`src/hdl/bus_status_defines.vh`:
```
// Operation
// - Status lines code cycle type; 000 inta through 111 passive, active low.
// - DMA indicator high during second and later periods of DMA cycles.
// - DMA indicator released to high impedance during bus grant and reset.
// - Bus lock output low only during first period of a locked cycle.
// - Strap low during power-on reset disables PLL, clock divided by two.
// - Strap is sampled on the rising edge of reset.
// - Synchronous ready high means always ready; low hands control to async.
// - Asynchronous ready passes internal synchronisation before ending cycles.
// - Region four select asserts for memory accesses inside region four.
// - Auxiliary config bit 1 picks 8 or 16 bit width for region four.
// - Region four select is held high while bus is granted away.
// - Region four pin becomes general purpose when region one covers all.
// - Region four weak pull-up is enabled only during reset.
// - Refresh strobe only output while refresh control bit 15 is set.
// - Refresh strobe active 1.5 periods, then inactive for rest of cycle.
// - Refresh strobe keeps being driven during bus grant.
`ifndef BUS_STATUS_DEFINES_VH
`define BUS_STATUS_DEFINES_VH

`define CODE_INTA 3'h0
`define CODE_IO_READ 3'h1
`define CODE_IO_WRITE 3'h2
`define CODE_HALT 3'h3
`define CODE_FETCH 3'h4
`define CODE_MEM_READ 3'h5
`define CODE_MEM_WRITE 3'h6
`define CODE_PASSIVE 3'h7

`define AUX_WIDTH_BIT 1
`define REFRESH_EN_BIT 15
`define REFRESH_INTERVAL_MSB 8

`define STRAP_RESET_VALUE 1'b1
`define MID4_REGION_INDEX 2'h3

`define CLK_PERIOD_NS 100
`define REFRESH_CYCLE_NS 400
`define REFRESH_CYCLE_CLKS \
  ((`REFRESH_CYCLE_NS + `CLK_PERIOD_NS - 1) / `CLK_PERIOD_NS)

`endif

```
`src/hdl/refresh_strobe.v`:
```
`timescale 1ns/1ps
`include "bus_status_defines.vh"

module refresh_strobe (
  input wire i_clk,
  input wire i_resetn,
  input wire i_enable,
  input wire [8:0] i_interval,
  output wire o_strobe_n,
  output reg o_refresh_req
);

  localparam [8:0] MIN_PERIOD = `REFRESH_CYCLE_CLKS;

  reg [8:0] count_q;
  reg [8:0] count_d;
  reg rise_q;
  reg fall_q;
  wire [8:0] period;

  // A period shorter than one refresh cycle would overlap strobes.
  assign period = (i_interval < MIN_PERIOD) ? MIN_PERIOD : i_interval;

  always @* begin
    count_d = count_q;
    if (!i_enable) begin
      count_d = 9'h000;
    end else if (count_q >= period - 9'h001) begin
      count_d = 9'h000;
    end else begin
      count_d = count_q + 9'h001;
    end
  end

  always @(posedge i_clk or negedge i_resetn) begin
    if (!i_resetn) begin
      count_q <= 9'h000;
      rise_q <= 1'b0;
      o_refresh_req <= 1'b0;
    end else begin
      count_q <= count_d;
      rise_q <= i_enable && (count_q == 9'h000);
      o_refresh_req <= i_enable && (count_q == 9'h000);
    end
  end

  // The falling-edge copy stretches the pulse by half a period, which is
  // the only way to reach 1.5 periods with a single clock.
  always @(negedge i_clk or negedge i_resetn) begin
    if (!i_resetn) begin
      fall_q <= 1'b0;
    end else begin
      fall_q <= rise_q;
    end
  end

  assign o_strobe_n = ~(rise_q | fall_q);

endmodule

```
`src/hdl/bus_cycle_status_and_ready.v`:
```
`timescale 1ns/1ps
`include "bus_status_defines.vh"

module bus_cycle_status_and_ready (
  input wire i_clk,
  input wire i_resetn,
  input wire i_cycle_start,
  input wire [2:0] i_cycle_type,
  input wire i_cycle_dma,
  input wire i_cycle_lock,
  input wire [19:0] i_cycle_addr,
  input wire i_bus_granted,
  input wire i_srdy,
  input wire i_ardy,
  input wire [19:0] i_mid_base,
  input wire [19:0] i_mid_region_size,
  input wire i_mid_whole_range,
  input wire [15:0] i_auxiliary_config_register,
  input wire [15:0] i_refresh_control_register,
  input wire i_divide_strap_in,
  output reg o_cycle_status_bit2,
  output reg o_cycle_status_bit1,
  output reg o_cycle_status_bit0,
  output reg o_dma_cycle_indicator,
  output reg o_dma_cycle_oe_n,
  output reg o_bus_lock_n,
  output reg o_cycle_busy,
  output reg o_cycle_done,
  output reg o_mid_region4_select_n,
  output reg o_mid4_bus_16bit,
  output reg o_gp_pin_mid4_alt,
  output reg o_mid4_pullup_en,
  output wire o_refresh_strobe_n,
  output reg o_refresh_req,
  output reg o_divided_clock_mode,
  output reg o_pll_enable
);

  localparam [2:0] ST_IDLE = 3'h0;
  localparam [2:0] ST_T1 = 3'h1;
  localparam [2:0] ST_T2 = 3'h2;
  localparam [2:0] ST_T3 = 3'h3;
  localparam [2:0] ST_T4 = 3'h4;

  // Memory cycles are the fetch, read and write codes.
  function is_mem_cycle;
    input [2:0] code;
    begin
      is_mem_cycle = (code == `CODE_FETCH) ||
                     (code == `CODE_MEM_READ) ||
                     (code == `CODE_MEM_WRITE);
    end
  endfunction

  // True when addr lies in region idx of the midrange block.
  function in_region;
    input [19:0] addr;
    input [19:0] base;
    input [19:0] size;
    input [1:0] idx;
    reg [21:0] lo;
    reg [21:0] hi;
    begin
      lo = {2'b00, base} + ({2'b00, size} * {20'h0_0000, idx});
      hi = lo + {2'b00, size};
      in_region = ({2'b00, addr} >= lo) && ({2'b00, addr} < hi);
    end
  endfunction

  reg [2:0] state_q;
  reg [2:0] state_d;
  reg [2:0] type_q;
  reg dma_q;
  reg lock_q;
  reg [19:0] addr_q;

  reg srdy_meta_q;
  reg srdy_sync_q;
  reg ardy_meta_q;
  reg ardy_sync_q;
  reg strap_meta_q;
  reg strap_sync_q;
  reg strap_taken_q;

  reg [2:0] status_d;
  reg dma_ind_d;
  reg lock_n_d;
  reg mid4_n_d;
  wire ready;
  wire take;
  wire refresh_strobe_n;
  wire refresh_req;

  // Pin inputs, two stages each; nothing reads the first stage but the
  // second. Both readies are staged because the pins come from another
  // clock domain as far as this logic can know.
  always @(posedge i_clk or negedge i_resetn) begin
    if (!i_resetn) begin
      srdy_meta_q <= 1'b0;
      srdy_sync_q <= 1'b0;
      ardy_meta_q <= 1'b0;
      ardy_sync_q <= 1'b0;
    end else begin
      srdy_meta_q <= i_srdy;
      srdy_sync_q <= srdy_meta_q;
      ardy_meta_q <= i_ardy;
      ardy_sync_q <= ardy_meta_q;
    end
  end

  // Synchronous ready high always completes; low defers to async ready.
  assign ready = srdy_sync_q | ardy_sync_q;

  // The strap stages carry no reset so they still follow the pin while
  // reset is held; the first edge after release sees the real level.
  always @(posedge i_clk) begin
    strap_meta_q <= i_divide_strap_in;
    strap_sync_q <= strap_meta_q;
  end

  // Every reset is treated as power-on here; there is no separate
  // warm reset input to tell them apart.
  always @(posedge i_clk or negedge i_resetn) begin
    if (!i_resetn) begin
      strap_taken_q <= 1'b0;
      o_divided_clock_mode <= 1'b0;
      o_pll_enable <= 1'b1;
    end else if (!strap_taken_q) begin
      strap_taken_q <= 1'b1;
      o_divided_clock_mode <= ~strap_sync_q;
      o_pll_enable <= strap_sync_q;
    end
  end

  assign take = i_cycle_start && !i_bus_granted;

  always @* begin
    state_d = state_q;
    case (state_q)
      ST_IDLE: begin
        if (take) begin
          state_d = ST_T1;
        end
      end
      ST_T1: begin
        state_d = ST_T2;
      end
      ST_T2: begin
        state_d = ST_T3;
      end
      ST_T3: begin
        // Wait states repeat here until ready is seen.
        if (ready) begin
          state_d = ST_T4;
        end
      end
      ST_T4: begin
        state_d = ST_IDLE;
      end
      default: begin
        state_d = ST_IDLE;
      end
    endcase
  end

  always @(posedge i_clk or negedge i_resetn) begin
    if (!i_resetn) begin
      type_q <= `CODE_PASSIVE;
      dma_q <= 1'b0;
      lock_q <= 1'b0;
      addr_q <= 20'h0_0000;
    end else if (state_q == ST_IDLE && take) begin
      type_q <= i_cycle_type;
      dma_q <= i_cycle_dma;
      lock_q <= i_cycle_lock;
      addr_q <= i_cycle_addr;
    end
  end

  // Next values of the pin outputs, one cycle ahead of the state that
  // they describe, so each pin changes on the edge that enters it.
  always @* begin
    status_d = `CODE_PASSIVE;
    dma_ind_d = 1'b0;
    lock_n_d = 1'b1;
    mid4_n_d = 1'b1;
    case (state_d)
      ST_T1: begin
        status_d = (state_q == ST_IDLE) ? i_cycle_type : type_q;
        lock_n_d = ~((state_q == ST_IDLE) ? i_cycle_lock : lock_q);
        mid4_n_d = ~(is_mem_cycle(i_cycle_type) &&
                     in_region(i_cycle_addr, i_mid_base,
                               i_mid_region_size, `MID4_REGION_INDEX));
      end
      ST_T2, ST_T3: begin
        status_d = type_q;
        dma_ind_d = dma_q;
        mid4_n_d = ~(is_mem_cycle(type_q) &&
                     in_region(addr_q, i_mid_base,
                               i_mid_region_size, `MID4_REGION_INDEX));
      end
      ST_T4: begin
        dma_ind_d = dma_q;
        mid4_n_d = ~(is_mem_cycle(type_q) &&
                     in_region(addr_q, i_mid_base,
                               i_mid_region_size, `MID4_REGION_INDEX));
      end
      default: begin
        status_d = `CODE_PASSIVE;
      end
    endcase
    if (i_bus_granted) begin
      mid4_n_d = 1'b1;
    end
    if (i_mid_whole_range) begin
      mid4_n_d = 1'b1;
    end
  end

  always @(posedge i_clk or negedge i_resetn) begin
    if (!i_resetn) begin
      state_q <= ST_IDLE;
      o_cycle_status_bit2 <= 1'b1;
      o_cycle_status_bit1 <= 1'b1;
      o_cycle_status_bit0 <= 1'b1;
      o_dma_cycle_indicator <= 1'b0;
      o_dma_cycle_oe_n <= 1'b1;
      o_bus_lock_n <= 1'b1;
      o_cycle_busy <= 1'b0;
      o_cycle_done <= 1'b0;
      o_mid_region4_select_n <= 1'b1;
    end else begin
      state_q <= state_d;
      o_cycle_status_bit2 <= status_d[2];
      o_cycle_status_bit1 <= status_d[1];
      o_cycle_status_bit0 <= status_d[0];
      o_dma_cycle_indicator <= dma_ind_d;
      o_dma_cycle_oe_n <= i_bus_granted;
      o_bus_lock_n <= lock_n_d;
      o_cycle_busy <= (state_d != ST_IDLE);
      o_cycle_done <= (state_d == ST_T4);
      o_mid_region4_select_n <= mid4_n_d;
    end
  end

  // Width and pin mode follow software settings with one flop of delay.
  always @(posedge i_clk or negedge i_resetn) begin
    if (!i_resetn) begin
      o_mid4_bus_16bit <= 1'b0;
      o_gp_pin_mid4_alt <= 1'b0;
      o_mid4_pullup_en <= 1'b1;
    end else begin
      o_mid4_bus_16bit <=
        i_auxiliary_config_register[`AUX_WIDTH_BIT];
      o_gp_pin_mid4_alt <= i_mid_whole_range;
      o_mid4_pullup_en <= 1'b0;
    end
  end

  refresh_strobe u_refresh (
    .i_clk(i_clk),
    .i_resetn(i_resetn),
    .i_enable(i_refresh_control_register[`REFRESH_EN_BIT]),
    .i_interval(i_refresh_control_register[`REFRESH_INTERVAL_MSB:0]),
    .o_strobe_n(refresh_strobe_n),
    .o_refresh_req(refresh_req)
  );

  // The strobe has no enable tied to the bus grant, so it keeps its
  // drive during hold.
  assign o_refresh_strobe_n = refresh_strobe_n;

  always @(posedge i_clk or negedge i_resetn) begin
    if (!i_resetn) begin
      o_refresh_req <= 1'b0;
    end else begin
      o_refresh_req <= refresh_req;
    end
  end

endmodule

```
`config.mk`:
```
export PLATFORM = sky130hd
export DESIGN_NAME = bus_cycle_status_and_ready
export DESIGN_NICKNAME = d
export VERILOG_FILES = /design/src/hdl/refresh_strobe.v /design/src/hdl/bus_cycle_status_and_ready.v
export VERILOG_INCLUDE_DIRS = /design/src /design/src/hdl
export SDC_FILE = /design/constraint.sdc
export NUM_CORES = 1
export LEC_CHECK = 0
export ABC_AREA = 1
export BUFFER_PORTS_ARGS = -buffer_cell sky130_fd_sc_hd__buf_2
export CELL_PAD_IN_SITES_DETAIL_PLACEMENT = 0
export CELL_PAD_IN_SITES_GLOBAL_PLACEMENT = 1
export CORE_ASPECT_RATIO = 1.75
export CORE_MARGIN = 3
export CORE_UTILIZATION = 42
export CTS_CLUSTER_DIAMETER = 50
export DETAILED_ROUTE_END_ITERATION = 16
export HOLD_SLACK_MARGIN = 0.05
export PLACE_DENSITY = 0.94
export REMOVE_ABC_BUFFERS = 1
export SYNTH_ARGS = -nofsm -noshare
export SYNTH_HDL_FRONTEND = slang
export SYNTH_SLANG_ARGS = --single-unit
```
`constraint.sdc`:
```
create_clock -name i_clk -period 2.7 [get_ports i_clk]
set_clock_uncertainty 0.2 [all_clocks]
set_input_delay 0.405 -clock i_clk [delete_from_list [all_inputs] [get_ports i_clk]]
set_output_delay 0.405 -clock i_clk [all_outputs]
set_load 0.01 [all_outputs]
```
* Word-level counts from Yosys, hierarchy flattened
Cells that the tools add are included.
** Operators by class
- Add/subtract/negate cells :: 4
- $mul :: 1
- Order comparisons :: 6
- Equal/unequal tests :: 13
- Mux-type cells :: 14
- Bitwise gates (word level) :: 7
- Reduce and logical (&&, ||, !) cells :: 17
** Operators by type and width (count)
- 20-bit by 22-bit >= comparator with 1-bit output :: 2
- 20-bit by 22-bit less-than comparator with 1-bit output :: 2
- 9-bit 2-to-1 mux :: 3
- 20-bit by 22-bit adder with 22-bit output :: 1
- 22-bit by 20-bit adder with 22-bit output :: 1
- 20-bit by 2-bit multiplier with 22-bit output (second input constant) :: 1
- 3-bit equality test (second input constant) :: 7
- 3-bit by 2-bit equality test with 1-bit output (second input constant) :: 4
- 3-bit one-hot mux with 4 select lines :: 1
- 9-bit by 1-bit adder with 9-bit output (second input constant) :: 1
- 9-bit >= comparator :: 1
- 9-bit logical NOT :: 1
- 9-bit by 3-bit less-than comparator with 1-bit output (second input constant) :: 1
- 3-bit 2-to-1 mux :: 3
- 9-bit by 1-bit subtractor with 9-bit output (second input constant) :: 1
- 1-bit logical AND :: 7
- 3-bit by 1-bit equality test with 1-bit output (second input constant) :: 2
- 3-bit one-hot mux with 2 select lines :: 1
- 1-bit 2-to-1 mux :: 5
- 1-bit NOT :: 5
- 1-bit logical OR :: 4
- 3-bit logical NOT :: 1
- 3-bit nonzero test :: 1
- 3-bit OR reduction :: 1
- 4 further kinds :: 5
** Word-level totals
- Flip-flop bits (word level) :: 61
- Input bits :: 105
- Output and inout bits :: 16
- Word-level logic and storage cells :: 92

* Logic depth before layout (Yosys ltp)
Gate-level depths: netlist (run 1).
- Depth after elaboration :: 10
- Depth in mapped cells :: 35

* By module
Synthesis (run 1) repeated with hierarchy kept, for this count alone.
** Unflattened totals
- Cells, all modules :: 992
- Area, all modules :: 7292.0 um^2
** By module, submodules not included
- bus_cycle_status_and_ready :: instances 1, cells each 861, area each 6287.3 um^2, seq. area each 1229.9 um^2
- refresh_strobe :: instances 1, cells each 131, area each 1004.7 um^2, seq. area each 275.3 um^2

==> results of run 1 <==
Yosys cell counts (all sizes together) (2+ instances only):
cell type,n,area (um2)
nand2,287,1130
ha,129,1610
inv,128,480
nor2,75,317
a21oi,72,383
dfrtp,46,1150
nand3,43,255
xor2,28,253
o21ai,27,146
fa,21,420
xnor2,17,149
dfstp,11,289
nand4,10,62.6
nor3,6,30.0
a211oi,5,37.5
nor4,5,46.3
o21bai,5,37.5
a21o,4,30.0
clkbuf,4,15.0
nand3b,4,30.0
o211ai,4,30.0
o21a,4,30.0
nor3b,3,22.5
a31oi,2,12.5
conb,2,7.51
dfxtp,2,40.0
o31ai,2,20.0
cell type report:
class | count | area share (%)
antenna | 1 | 0.0240
inverter | 129 | 4.69
tap | 224 | 2.69
timing repair buffer | 306 | 20.4
sequential | 60 | 14.4
clock inverter | 7 | 0.720
multi-input combinational | 760 | 54.9
clock buffer | 9 | 2.16
critical path, delay by kind of cell:
| kind | cells | cell delay, ns |
|---|---|---|
| AND/OR/NAND/NOR | 14 | 1.02 |
| adder cells (fa/ha/maj) | 4 | 1.48 |
| buffers and inverters | 6 | 0.64 |
| XOR/XNOR | 2 | 0.33 |
| AO/OA/AOI/OAI | 6 | 0.89 |
what timing repair did:
| action | 4_1_cts | 5_1_grt |
|---|---|---|
| hold endpoints to repair | 7 | 0 |
| endpoints found under the setup margin | 10 | 11 |
| buffers inserted | 5 | 14 |
| hold buffers | 7 | 0 |
| pin swaps | 32 | 77 |
| resized for setup | 29 | 116 |
how the worst max path moves through the flow:
stage	start	depth (start not counted)	slack, ns	to
floorplan	i_mid_base[1]	29	-2.20	o_mid_region4_select_n$_DFF_PN1_
global placement	i_mid_base[1]	33	-2.52	o_mid_region4_select_n$_DFF_PN1_
detailed placement	i_mid_base[1]	33	-2.61	o_mid_region4_select_n$_DFF_PN1_
CTS	i_mid_region_size[0]	31	-2.11	o_mid_region4_select_n$_DFF_PN1_
global route	i_mid_region_size[1]	34	-2.29	o_mid_region4_select_n$_DFF_PN1_
finish	i_mid_region_size[1]	32	-2.02	o_mid_region4_select_n$_DFF_PN1_
registers in the layout, indices dropped and copies added, names as in the netlist, 3 cells and up:
signal             cells
addr_q                20
state_q                3
type_q                 3
u_refresh.count_q      9
per-stage QoR:
step	TNS (ns)	util (%)	total power, mW	cell area (um2)	setup slack (ns)
after floorplan	-2.20	-	5.36	7100	-2.20
after global placement	-5.21	55.9	7.69	9240	-2.52
after detailed placement	-5.79	55.9	7.90	9240	-2.61
after CTS	-2.25	59.0	9.27	9750	-2.11
after global routing	-2.64	63.1	11.1	10400	-2.29
final	-2.15	63.1	10.1	10400	-2.02
logic make-up after synthesis:
family	after synthesis
flops	60
simple gates	434
xor+xnor	45
compound gates	129
buf+inv	134
fa+ha+maj	150
other cells	2
layer usage:
layer / up-vias / global-route usage (%)
met5: - / 0
met4: 0 / 13.1
met3: 60 / 0.688
met2: 133 / 42.5
met1: 3422 / 21.0
li1: 3739 / -
report_power, final:
part           switching [mW]  internal [mW]  total, mW  leakage, nW
combinational            3.98           3.58       7.56         4.68
clock                   0.404          0.719       1.12        0.150
sequential              0.197           1.19       1.39        0.724
==> flow_results.org, run 1 <==
** Outcome
- Result of the run :: complete, but fails checks
- Violated checks :: setup timing

** CTS
- Clock sink total :: 60
- Clock tree synthesis selected as its root buffer the cell sky130_fd_sc_hd__clkbuf_16.
- Clock latency on the worst-skew pair :: 0.32 ns
- H-tree Lvls :: 3
- TritonCTS built the clock tree.
- Counting the buffers created by CTS gives 9.
- Clock transition at path regs :: approximately 0.06 ns
- Worst-case clock buffer depth :: 2

** Finish
- Ratio of cells with drive above 1 in the final layout :: between 30% and 40%
- Across the whole layout, storage elements account for about 1500 um2.
- Post-synthesis to final-layout area growth :: 46.4%
- # nets final :: 1,521
- Leaving out fill and tap cells, the most frequent cell in the layout is sky130_fd_sc_hd__nand2_1.
- Top library cells by usage in the layout, fill and taps aside :: sky130_fd_sc_hd__nand2_1, sky130_fd_sc_hd__buf_4, sky130_fd_sc_hd__ha_1
- The layout has between 1,000 and 1,500 filler cells.
- Non-filler cells, final :: approximately 1,500
- Summing all multi-input logic gate instances after layout gives about 5700 um2.

** Placed design
- Number of buffer cells added on primary ports :: 99
- Placed cell count :: between 1,000 and 1,500
- Detailed placement finished with a half-perimeter wire length of 16,800 um.
- Weighted congestion reported at the end of routability-driven placement :: 0.926

** Setup path
- Delay of the slowest cell on the worst path :: 0.61 ns
- Critical R2R Capture :: o_mid_region4_select_n$_DFF_PN1_
- Category of the critical setup timing path :: input port to flop
- Startpoint class of the critical path :: input port
- Worst r2r path cells :: 15
- The worst setup path is captured at a flop.
- Launch instance of the worst register-to-register path :: addr_q[13]$_DFFE_PN0P_
- Register-to-register setup slack :: between 0.3 and 0.4 ns
- Largest fanout on the critical path :: 3
- The most numerous cell type found on the critical path is sky130_fd_sc_hd__nand2_1.
- Critical path required time :: 2.75 ns
- At the worst endpoint, the arrival time is 4.77 ns.
- Standard cell with the maximum stage delay on the critical path :: sky130_fd_sc_hd__fa_2

** Floorplanning
- Number of primary I/O pins :: 121
- Total Die Area :: between 15,000 and 20,000 um2
- Standard cell core area :: 16,500 um2
- The die is 104 um wide.
- Die boundary height :: 178 um
- Once the floorplan was initialized, standard cells occupied 43.1% of the core.
- Placement Rows :: 62

** Synthesis
- Of the total synthesized cell area, the portion taken by XOR and XNOR cells is 5.64%.
- The synthesized design contains 0 enable-type register cells.
- The Yosys step of the flow raised 0 warnings.
- Async set or reset register ratio after synthesis :: 96.7%
- Synthesized instance count :: 954
- The most used flip-flop cell after synthesis is sky130_fd_sc_hd__dfrtp_1.
- Unique masters post-synth :: 46
- After synthesis, flip-flops and latches occupy 21.1% of the total area.
- Summing the areas of all and, or, nand and nor instances in the mapped netlist gives 26.7% of the synthesized area.
- After synthesis, the largest family of logic cells by area is adder cells.
- The synthesized netlist devotes 10.7% of its cell area to compound gates.
- Count of state elements after synthesis :: 60
- Of the total synthesized cell area, the portion taken by full adders, half adders and majority gates is 28.6%.
- Mux share of post-synthesis cell area :: 0%
- Average cell area after synthesis :: ~7.5 um2
- After synthesis the cells add up to 7120 um2.

** STA
- Setup violations remaining at the end of the flow were counted as 2.
- After layout, the worst path uses 175% of the clock period.
- Final hold slack :: 0.0982 ns
- The total count of max-transition violations in the final report came to 0.
- Static timing analysis puts the maximum clock frequency at 0.212 GHz.
- The smallest clock period supported by the final layout is computed as 4.72 ns.
- Headroom to the max-slew limit came out at 52.8%.
- Setup repair after global routing missed its margin :: yes
- Setup ws final :: -2.02 ns
- The hold violation count in the final report is 0.
- At the pin with the least slew margin, the transition time is around 0.71 ns.

** Hold path
- Worst hold path type :: input port to async pin

** Detailed routing
- Summing over every cut layer, the via total after detailed routing is 7,354.
- After detailed routing, the average wire length per cell comes to 13.6 um.
- Average via count per standard cell :: 4.92
- The detail route stage leaves a number of antenna-violating nets equal to 0.
- Met2 layer wire length in the routed design :: between 10,000 and 15,000 um
- Iter 0 DRT Violations :: between 150 and 200
- Total met3 wirelength after detailed routing :: 391 um
- The highest layer touched by signal routing is met4.
- M1 wire length :: 7360 um
- Wirelength, routed :: 20,300 um
- The first TritonRoute pass finished after 5 iterations.
- DR DRC count :: 0

** Power and ir drop
- PwrDens :: 967 nW/um2
- IR analysis of the VDD net gives a maximum drop of 0.353 mV.
- P_leak :: roughly 5.6 nW

** GRT
- Global routing consumed, over all layers together, 21.1% of the routing resources.
- Final global-route overflow total :: 0
- Largest net degree at the start of global routing :: 58
- Number of antenna violations at the first check in global routing :: 1
- The first global-routing pass estimated between 30,000 and 40,000 um of wire.
- The number of global-route vias before repair was 7,434.

** Flow run
- Max-cap violations in this run came to 0.
Note: power is estimated with default switching activity, not from simulation.
==> run 2: changes to the inputs <==
Settings changed: PLACE_DENSITY 0.94 to 0.79, RECOVER_POWER set to 100.
==> run 2 against run 1 <==
  * The run still ends with setup timing left
  * Sequential cell count stayed put
  * Non-clock buffer count is 5 lower
  * Sequential share of layout area is 0.18 points higher
  * Sequential power hardly changed
  * Utilization is 0.79 points lower
  * Clock power is 11% higher
  * First-iteration DRC count is 38% lower
  * Largest cell class unchanged
==> flow_results.org, run 2 (same netlist as run 1, synthesis figures left out) <==
** GRT
- Vias in the first global route :: 7,222 (was 7,434)
- The pin count of the biggest net entering global routing is 58 (unchanged).
- The wire length of the first global-routing pass is 32,100 um (about the same).
- Global-route total usage across every layer :: 21.3% (was 21.1%)
- Final global-route overflow total :: 0 (unchanged)
- Number of antenna violations at the first check in global routing :: 0 (was 1)

** Detailed routing
- The detailed-router iteration count before antenna repair is 5 (unchanged).
- The average wire per standard cell was 13.5 um (was 13.6 um).
- Vias :: 7,160 (was 7,354)
- Residual antenna-violating net count after detailed routing :: 0 (unchanged)
- DR DRC count :: 0 (unchanged)
- The total wire length was 20,100 um (was 20,300 um).
- The DRC marker count from the first detailed-route iteration is 102 (was 165).
- The number of vias per cell is 4.81 (was 4.92).

** CTS
- The number of buffers added by the clock tree synthesis step was 9 (unchanged).
- The count of H-tree levels built during CTS was 3 (unchanged).
- Cell at the root of the clock tree :: sky130_fd_sc_hd__clkbuf_16 (unchanged)
- Clock tree from TritonCTS :: yes (unchanged)
- Worst-case clock buffer depth :: 2 (unchanged)
- Clock latency on the worst-skew pair :: 0.33 ns (was 0.32 ns)
- Clock transition at path regs :: 0.06 ns (about the same)
- Clock sink total :: 60 (unchanged)

** STA
- Final setup vio count :: 2 (unchanged)
- Hold Violations, Final :: 0 (unchanged)
- Max frequency :: 0.213 GHz (was 0.212 GHz)
- The total count of max-transition violations in the final report came to 0 (unchanged).
- Headroom to the max-slew limit :: 7.24% (was 52.8%)
- Setup repair after global routing missed its margin: yes (unchanged).
- Pin slew with the least headroom to its limit :: 1.39 ns (was 0.707 ns)
- Clock period minus worst slack :: 4.70 ns (was 4.72 ns)
- The final critical-path share of the clock period came to 174% (was 175%).
- Setup ws final :: -2.00 ns (was -2.02 ns)

** Hold path
- Counting instances, the worst hold path has a depth of 3.
- Worst hold path type :: input port to flop (was input port to async pin)
- The worst hold path terminates at addr_q[0]$_DFFE_PN0P_.
- Worst hold start :: i_cycle_addr[0]

** Setup path
- Worst r2r path cells :: 15 (unchanged)
- The capture instance of the worst register-to-register path is o_mid_region4_select_n$_DFF_PN1_ (unchanged).
- The startpoint class of the critical path was an input port (unchanged).
- Launch instance of the worst register-to-register path :: addr_q[13]$_DFFE_PN0P_ (unchanged)
- Register-to-register setup slack :: 0.45 ns (was 0.31 ns)
- Arrival @ worst endpoint :: 4.76 ns (was 4.77 ns)
- The largest stage delay on the critical path was 0.47 ns (was 0.61 ns).
- Endpoint type of the worst setup path :: flop (unchanged)
- Cell with the most instances on the worst path :: sky130_fd_sc_hd__nand2_1 (unchanged)
- The data required time of the critical path was 2.76 ns (was 2.75 ns).
- Largest fanout on the critical path :: 3 (unchanged)
- The start-to-end type of the worst setup path is input port to flop (unchanged).
- The critical-path cell with the highest stage delay is sky130_fd_sc_hd__fa_1 (was sky130_fd_sc_hd__fa_2).
- The source of the critical timing path is i_mid_region_size[1] (unchanged).

** Finish
- Post-synthesis to final-layout area growth :: 44.5% (was 46.4%)
- Largest regs: addr_q (20), u_refresh.count_q (9) (unchanged).
- # nets final :: 1,516 (was 1,521)
- The most common cell after layout, fill and taps aside is sky130_fd_sc_hd__nand2_1 (unchanged).
- Non-filler cells, final :: 1,490 (was 1,496)
- The final cell area excluding filler cells was 10,300 um2 (was 10,400 um2).
- Register with the most flip-flops :: addr_q (unchanged)
- Flip-flop count of the largest register, all copies and words added :: 20 (unchanged)
- Final antenna diode count :: 0 (was 1)
- The share of cells above drive strength 1 is 36.6% (was 38.9%).
- Top library cells by usage in the layout, fill and taps aside :: sky130_fd_sc_hd__nand2_1, sky130_fd_sc_hd__buf_4, sky130_fd_sc_hd__ha_1 (unchanged)
- The final design utilization is 62.3% (was 63.1%).

** Placed design
- The count of buffers inserted at the top-level ports is 99 (unchanged).
- The instance count after placement with tap cells included was 1,450 (was 1,454).
- The instance area after placement is 9210 um2 (was 9240 um2).
- Weighted congestion reported at the end of routability-driven placement :: 0.887 (was 0.926)
- DP Wirelength :: 16,900 um (was 16,800 um)
- Post-placement worst setup slack :: -2.65 ns (was -2.61 ns)

** Power and ir drop
- P_leak :: 5.46 nW (was 5.55 nW)
- The overall power came to 9.91 mW (was 10.1 mW).
- PwrDens :: 962 nW/um2 (was 967 nW/um2)
- The worst voltage drop across the vdd grid is 0.420 mV (was 0.353 mV).

** Floorplanning
- Placement Rows :: 62 (unchanged)
- Chip width :: 104 um (unchanged)
- Starting Density :: 43.1% (unchanged)
- Number of primary I/O pins :: 121 (unchanged)
- Total Die Area :: 18,600 um2 (unchanged)
- Standard cell core area :: 16,500 um2 (unchanged)
- The vertical extent of the die is 178 um (unchanged).

** Flow run
- Max-Cap Viols :: 0 (unchanged)

** Outcome
- Result of the run :: complete, but fails checks (unchanged)
- Violated checks :: setup timing (unchanged)
-- run 2: changes by cell type in the layout (fill, tap and decap cells not counted), sizes merged --
cell,delta
bufinv,+1
buf,-23
clkbuf,+18
inv,-1
clkinvlp,+3
diode,-1
clkinv,-3
-- run 2: worst max path at each step --
| stage | cells after the start | end |
|---|---|---|
| detailed placement | 33 | o_mid_region4_select_n$_DFF_PN1_ |
| CTS | 31 | o_mid_region4_select_n$_DFF_PN1_ |
| global route | 31 | o_mid_region4_select_n$_DFF_PN1_ |
| finish | 33 | o_mid_region4_select_n$_DFF_PN1_ |
| floorplan | 29 | o_mid_region4_select_n$_DFF_PN1_ |
| global placement | 33 | o_mid_region4_select_n$_DFF_PN1_ |
-- run 2: cell type report --
class,count,area [um2]
tap,224,280
inverter,129,484
fill,1555,6230
sequential,60,1510
clock inverter,7,100
clock buffer,9,225
timing repair buffer,301,2050
multi-input combinational,760,5650
-- run 2: metal layers --
layer | GRT usage (%) | share of wire (%)
met4 | 8.82 | 3.0
met3 | 0.833 | 1.6
met5 | 0 | 0
met2 | 44.9 | 58
met1 | 21.2 | 37
-- run 2: power breakdown --
| part | leakage (nW) | switching [mW] | internal [mW] |
|---|---|---|---|
| combinational | 4.58 | 3.86 | 3.41 |
| sequential | 0.724 | 0.192 | 1.19 |
| clock | 0.148 | 0.431 | 0.811 |
-- run 2: timing repair --
item | 4_1_cts | 5_1_grt
hold buffers | 7 | 0
buffers inserted | 11 | 7
resized for setup | 56 | 77
endpoints found under the hold margin | 7 | 0
pin swaps | 47 | 47
setup endpoints to repair | 10 | 11
-- run 2: per-stage QoR --
step                setup TNS, ns  hold WS, ns
detailed placement          -6.14        0.118
CTS                         -2.21       0.0796
global route                -3.53        0.133
global placement            -5.86        0.115
floorplan                   -2.20      -0.0906
finish                      -2.13        0.102
-- run 2: worst max-delay path, delay by kind of cell --
family | cells | cell delay, ns
AOI/OAI and AO/OA | 6 | 1.04
and+or+nand+nor | 16 | 1.12
adders and majority gates | 4 | 1.26
xor gates and xnor gates | 2 | 0.39
buffers and inverters | 5 | 0.53
==> run 3: changes to the inputs <==
Settings changed: CORE_UTILIZATION 42 to 46, PLACE_DENSITY 0.79 to 0.86.
Clock period 2.7 ns to 5.8 ns, I/O delays scaled along.
==> run 3 against run 2 <==
  * The run ends with capacitance limit, slew limit left
  * Final area shrank 18%
  * Wire length shrank 12%
  * Sequential power shrank 54%
  * Die area shrank 8.3%
  * Via count shrank 8.7%
  * Clock-buffer cell count grew 3
  * Cell count shrank 14%
  * Power shrank 61%
  * Critical path depth grew 2
  * Worst hold slack gained 0.028 ns
==> flow_results.org, run 3 (same netlist as run 1, synthesis figures left out) <==
** Finish
- The number of nets at the end of the flow was 1,350 (was 1,516).
- Leading cell type in the layout, fill and taps excluded :: sky130_fd_sc_hd__nand2_1 (unchanged)
- The number of inserted diodes is 0 (unchanged).
- The final design utilization came to 55.8% (was 62.3%).
- The number of flip-flops under the largest register name is 20 (unchanged).
- The share of cells above drive strength 1 came to 19.2% (was 36.6%).
- Post-synthesis to final-layout area growth :: 17.9% (was 44.5%)
- The non-filler instance count after layout was 1,283 (was 1,490).
- Number of fillers in the final layout :: 1,555 (unchanged)
- Post-route cell area :: 8400 um2 (was 10,300 um2)
- Largest regs: addr_q (20), u_refresh.count_q (9) (unchanged).
- Register with the most flip-flops :: addr_q (unchanged)
- Top library cells by usage in the layout, fill and taps aside :: sky130_fd_sc_hd__nand2_1, sky130_fd_sc_hd__ha_1, sky130_fd_sc_hd__inv_1 (was sky130_fd_sc_hd__nand2_1, sky130_fd_sc_hd__buf_4, sky130_fd_sc_hd__ha_1)

** GRT
- Largest net degree at the start of global routing :: 58 (unchanged)
- Global-route total usage across every layer :: 21.5% (was 21.3%)
- Wire length of the first global-routing pass :: 29,400 um (was 32,100 um)
- The number of antenna violations at the first check in global routing was 0 (unchanged).
- Vias in the first global route :: 6,760 (was 7,222)
- Final global-route overflow total :: 0 (unchanged)

** STA
- The worst hold margin was 0.129 ns (was 0.102 ns).
- Hold Violations, Final :: 0 (unchanged)
- Setup repair after global routing missed its margin: no (was yes).
- In the finished design, the share of the clock period the worst path needs comes to 93.2%.
- Based on the critical path, the design can be clocked at up to about 0.19 GHz.
- The worst relative slew slack was -100% (was 7.24%).
- The worst-margin pin slew is 3.00 ns (was 1.39 ns).
- The final-report setup violation count was 0 (was 2).
- The sum of negative setup slack is 0 ns (was -2.13 ns).
- The total count of max-transition violations in the final report is 58 (was 0).
- Setup ws final :: 0.395 ns (was -2.00 ns)
- Clock period minus worst slack :: between 5 and 6 ns

** Detailed routing
- The detailed-router iteration count before antenna repair is 4 (was 5).
- The average wire per standard cell was 13.8 um (was 13.5 um).
- Residual antenna-violating net count after detailed routing :: 0 (unchanged)
- Vias :: 6,534 (was 7,160)
- The total DRC errors in the routed layout was 0 (unchanged).
- The number of vias per cell came to 5.09 (was 4.81).
- The total wire length came to 17,700 um (was 20,100 um).
- The DRC marker count from the first detailed-route iteration is 126 (was 102).

** Placed design
- DP Wirelength :: 15,500 um (was 16,900 um)
- The instance area after placement is 8080 um2 (was 9210 um2).
- Placed cell count :: 1,266 (was 1,450)
- The placer's final routability congestion estimate came to 0.854 (was 0.887).
- The worst setup slack after placement came to -0.138 ns (was -2.65 ns).
- Number of buffer cells added on primary ports :: 99 (unchanged)

** CTS
- Clock transition at path regs :: 0.05 ns (was 0.06 ns)
- The number of buffers inserted by hold repair at cts was 0 (was 7).
- Total clock buffers created by CTS :: 9 (unchanged)
- Clock tree from TritonCTS :: yes (unchanged)
- Clock latency on the worst-skew pair :: 0.32 ns (was 0.33 ns)
- Clock sink total :: 60 (unchanged)
- Worst-case clock buffer depth :: 2 (unchanged)
- The CTS root buffer was sky130_fd_sc_hd__clkbuf_16 (unchanged).
- H-tree Lvls :: 3 (unchanged)

** Power and ir drop
- PwrDens :: 458 nW/um2 (was 962 nW/um2)
- Post-route total power :: 3.85 mW (was 9.91 mW)
- IR drop worst, VDD :: 0.189 mV (was 0.420 mV)
- P_leak :: 4.55 nW (was 5.46 nW)

** Setup path
- The peak fanout along the critical path came to 4 (was 3).
- Endpoint type of the worst setup path :: flop (unchanged)
- The data required time of the critical path was 5.85 ns (was 2.76 ns).
- Startpoint class of the critical path :: input port (unchanged)
- Delay of the slowest cell on the worst path :: 0.53 ns (was 0.47 ns)
- Standard cell with the maximum stage delay on the critical path :: sky130_fd_sc_hd__fa_1 (unchanged)
- Cell with the most instances on the worst path :: sky130_fd_sc_hd__nand2_1 (unchanged)
- The start-to-end type of the worst setup path is input port to flop (unchanged).
- The critical path arrival is 5.45 ns (was 4.76 ns).

** Floorplanning
- The placeable core area is 15,100 um2 (was 16,500 um2).
- The area of the die came to 17,100 um2 (was 18,600 um2).
- Chip width :: 100 um (was 104 um)
- The initial cell density of the core came to 47.3% (was 43.1%).
- The boundary pin count is 121 (unchanged).
- The site row count was 59 (was 62).
- The vertical extent of the die was 171 um (was 178 um).

** Outcome
- Violated checks: capacitance limit, slew limit (was setup timing).
- Result of the run :: complete, but fails checks (unchanged)

** Hold path
- The classification of the worst-slack hold path was flop to flop (was input port to flop).

** Flow run
- Max-Cap Viols :: 1 (was 0)
## run 3: final timing paths
check	start	slack, ns	end	cells past startpoint
worst min register to register	strap_meta_q$_DFF_P_	0.13	strap_sync_q$_DFF_P_	0
max in group asynchronous	i_resetn	2.21	ardy_sync_q$_DFF_PN0_	2
worst max-delay path	i_mid_base[1]	0.40	o_mid_region4_select_n$_DFF_PN1_	35
worst min-delay path	strap_meta_q$_DFF_P_	0.13	strap_sync_q$_DFF_P_	0
worst max register to register	u_refresh.o_refresh_req$_DFF_PN0_	2.16	u_refresh.fall_q$_DFF_NN0_	0
min in group asynchronous	i_resetn	1.47	addr_q[2]$_DFFE_PN0P_	2
## run 3: metal layers
layer / track usage [%] / vias up / part of all wire, %
met3: 1.92 / 27 / 2.2
met4: 7.57 / 0 / 2.7
met2: 44.8 / 97 / 57
met1: 21.2 / 3005 / 38
met5: 0 / - / 0
li1: - / 3405 / -
## run 3: area by class of cell
cell class                      instances  area (um2)  share of cell area, %
Timing Repair Buffer                  135         737                   8.78
Sequential cell                        60        1510                   17.9
Clock buffer                           12         256                   3.05
Tap cell                              183         229                   2.73
Multi-Input combinational cell        760        5110                   60.9
Inverter                              129         484                   5.77
Clock inverter                          4        72.6                  0.864
## run 3: timing repair
item | in CTS | in global routing
buffers inserted | 0 | 1
endpoints found under the hold margin | 0 | 0
gates resized for setup | 0 | 4
endpoints found under the setup margin | 0 | 1
## run 3: critical path, delay by kind of cell
family	cells	cell delay [ns]
buffers and inverters	8	0.51
adder cells (fa/ha/maj)	5	1.54
XOR/XNOR	2	0.46
AND/OR/NAND/NOR	14	1.02
AO/OA/AOI/OAI	6	1.03
## run 3: where the power goes
part / switching [mW] / internal, mW
sequential: 0.0837 / 0.556
combinational: 1.55 / 1.08
clock: 0.182 / 0.398
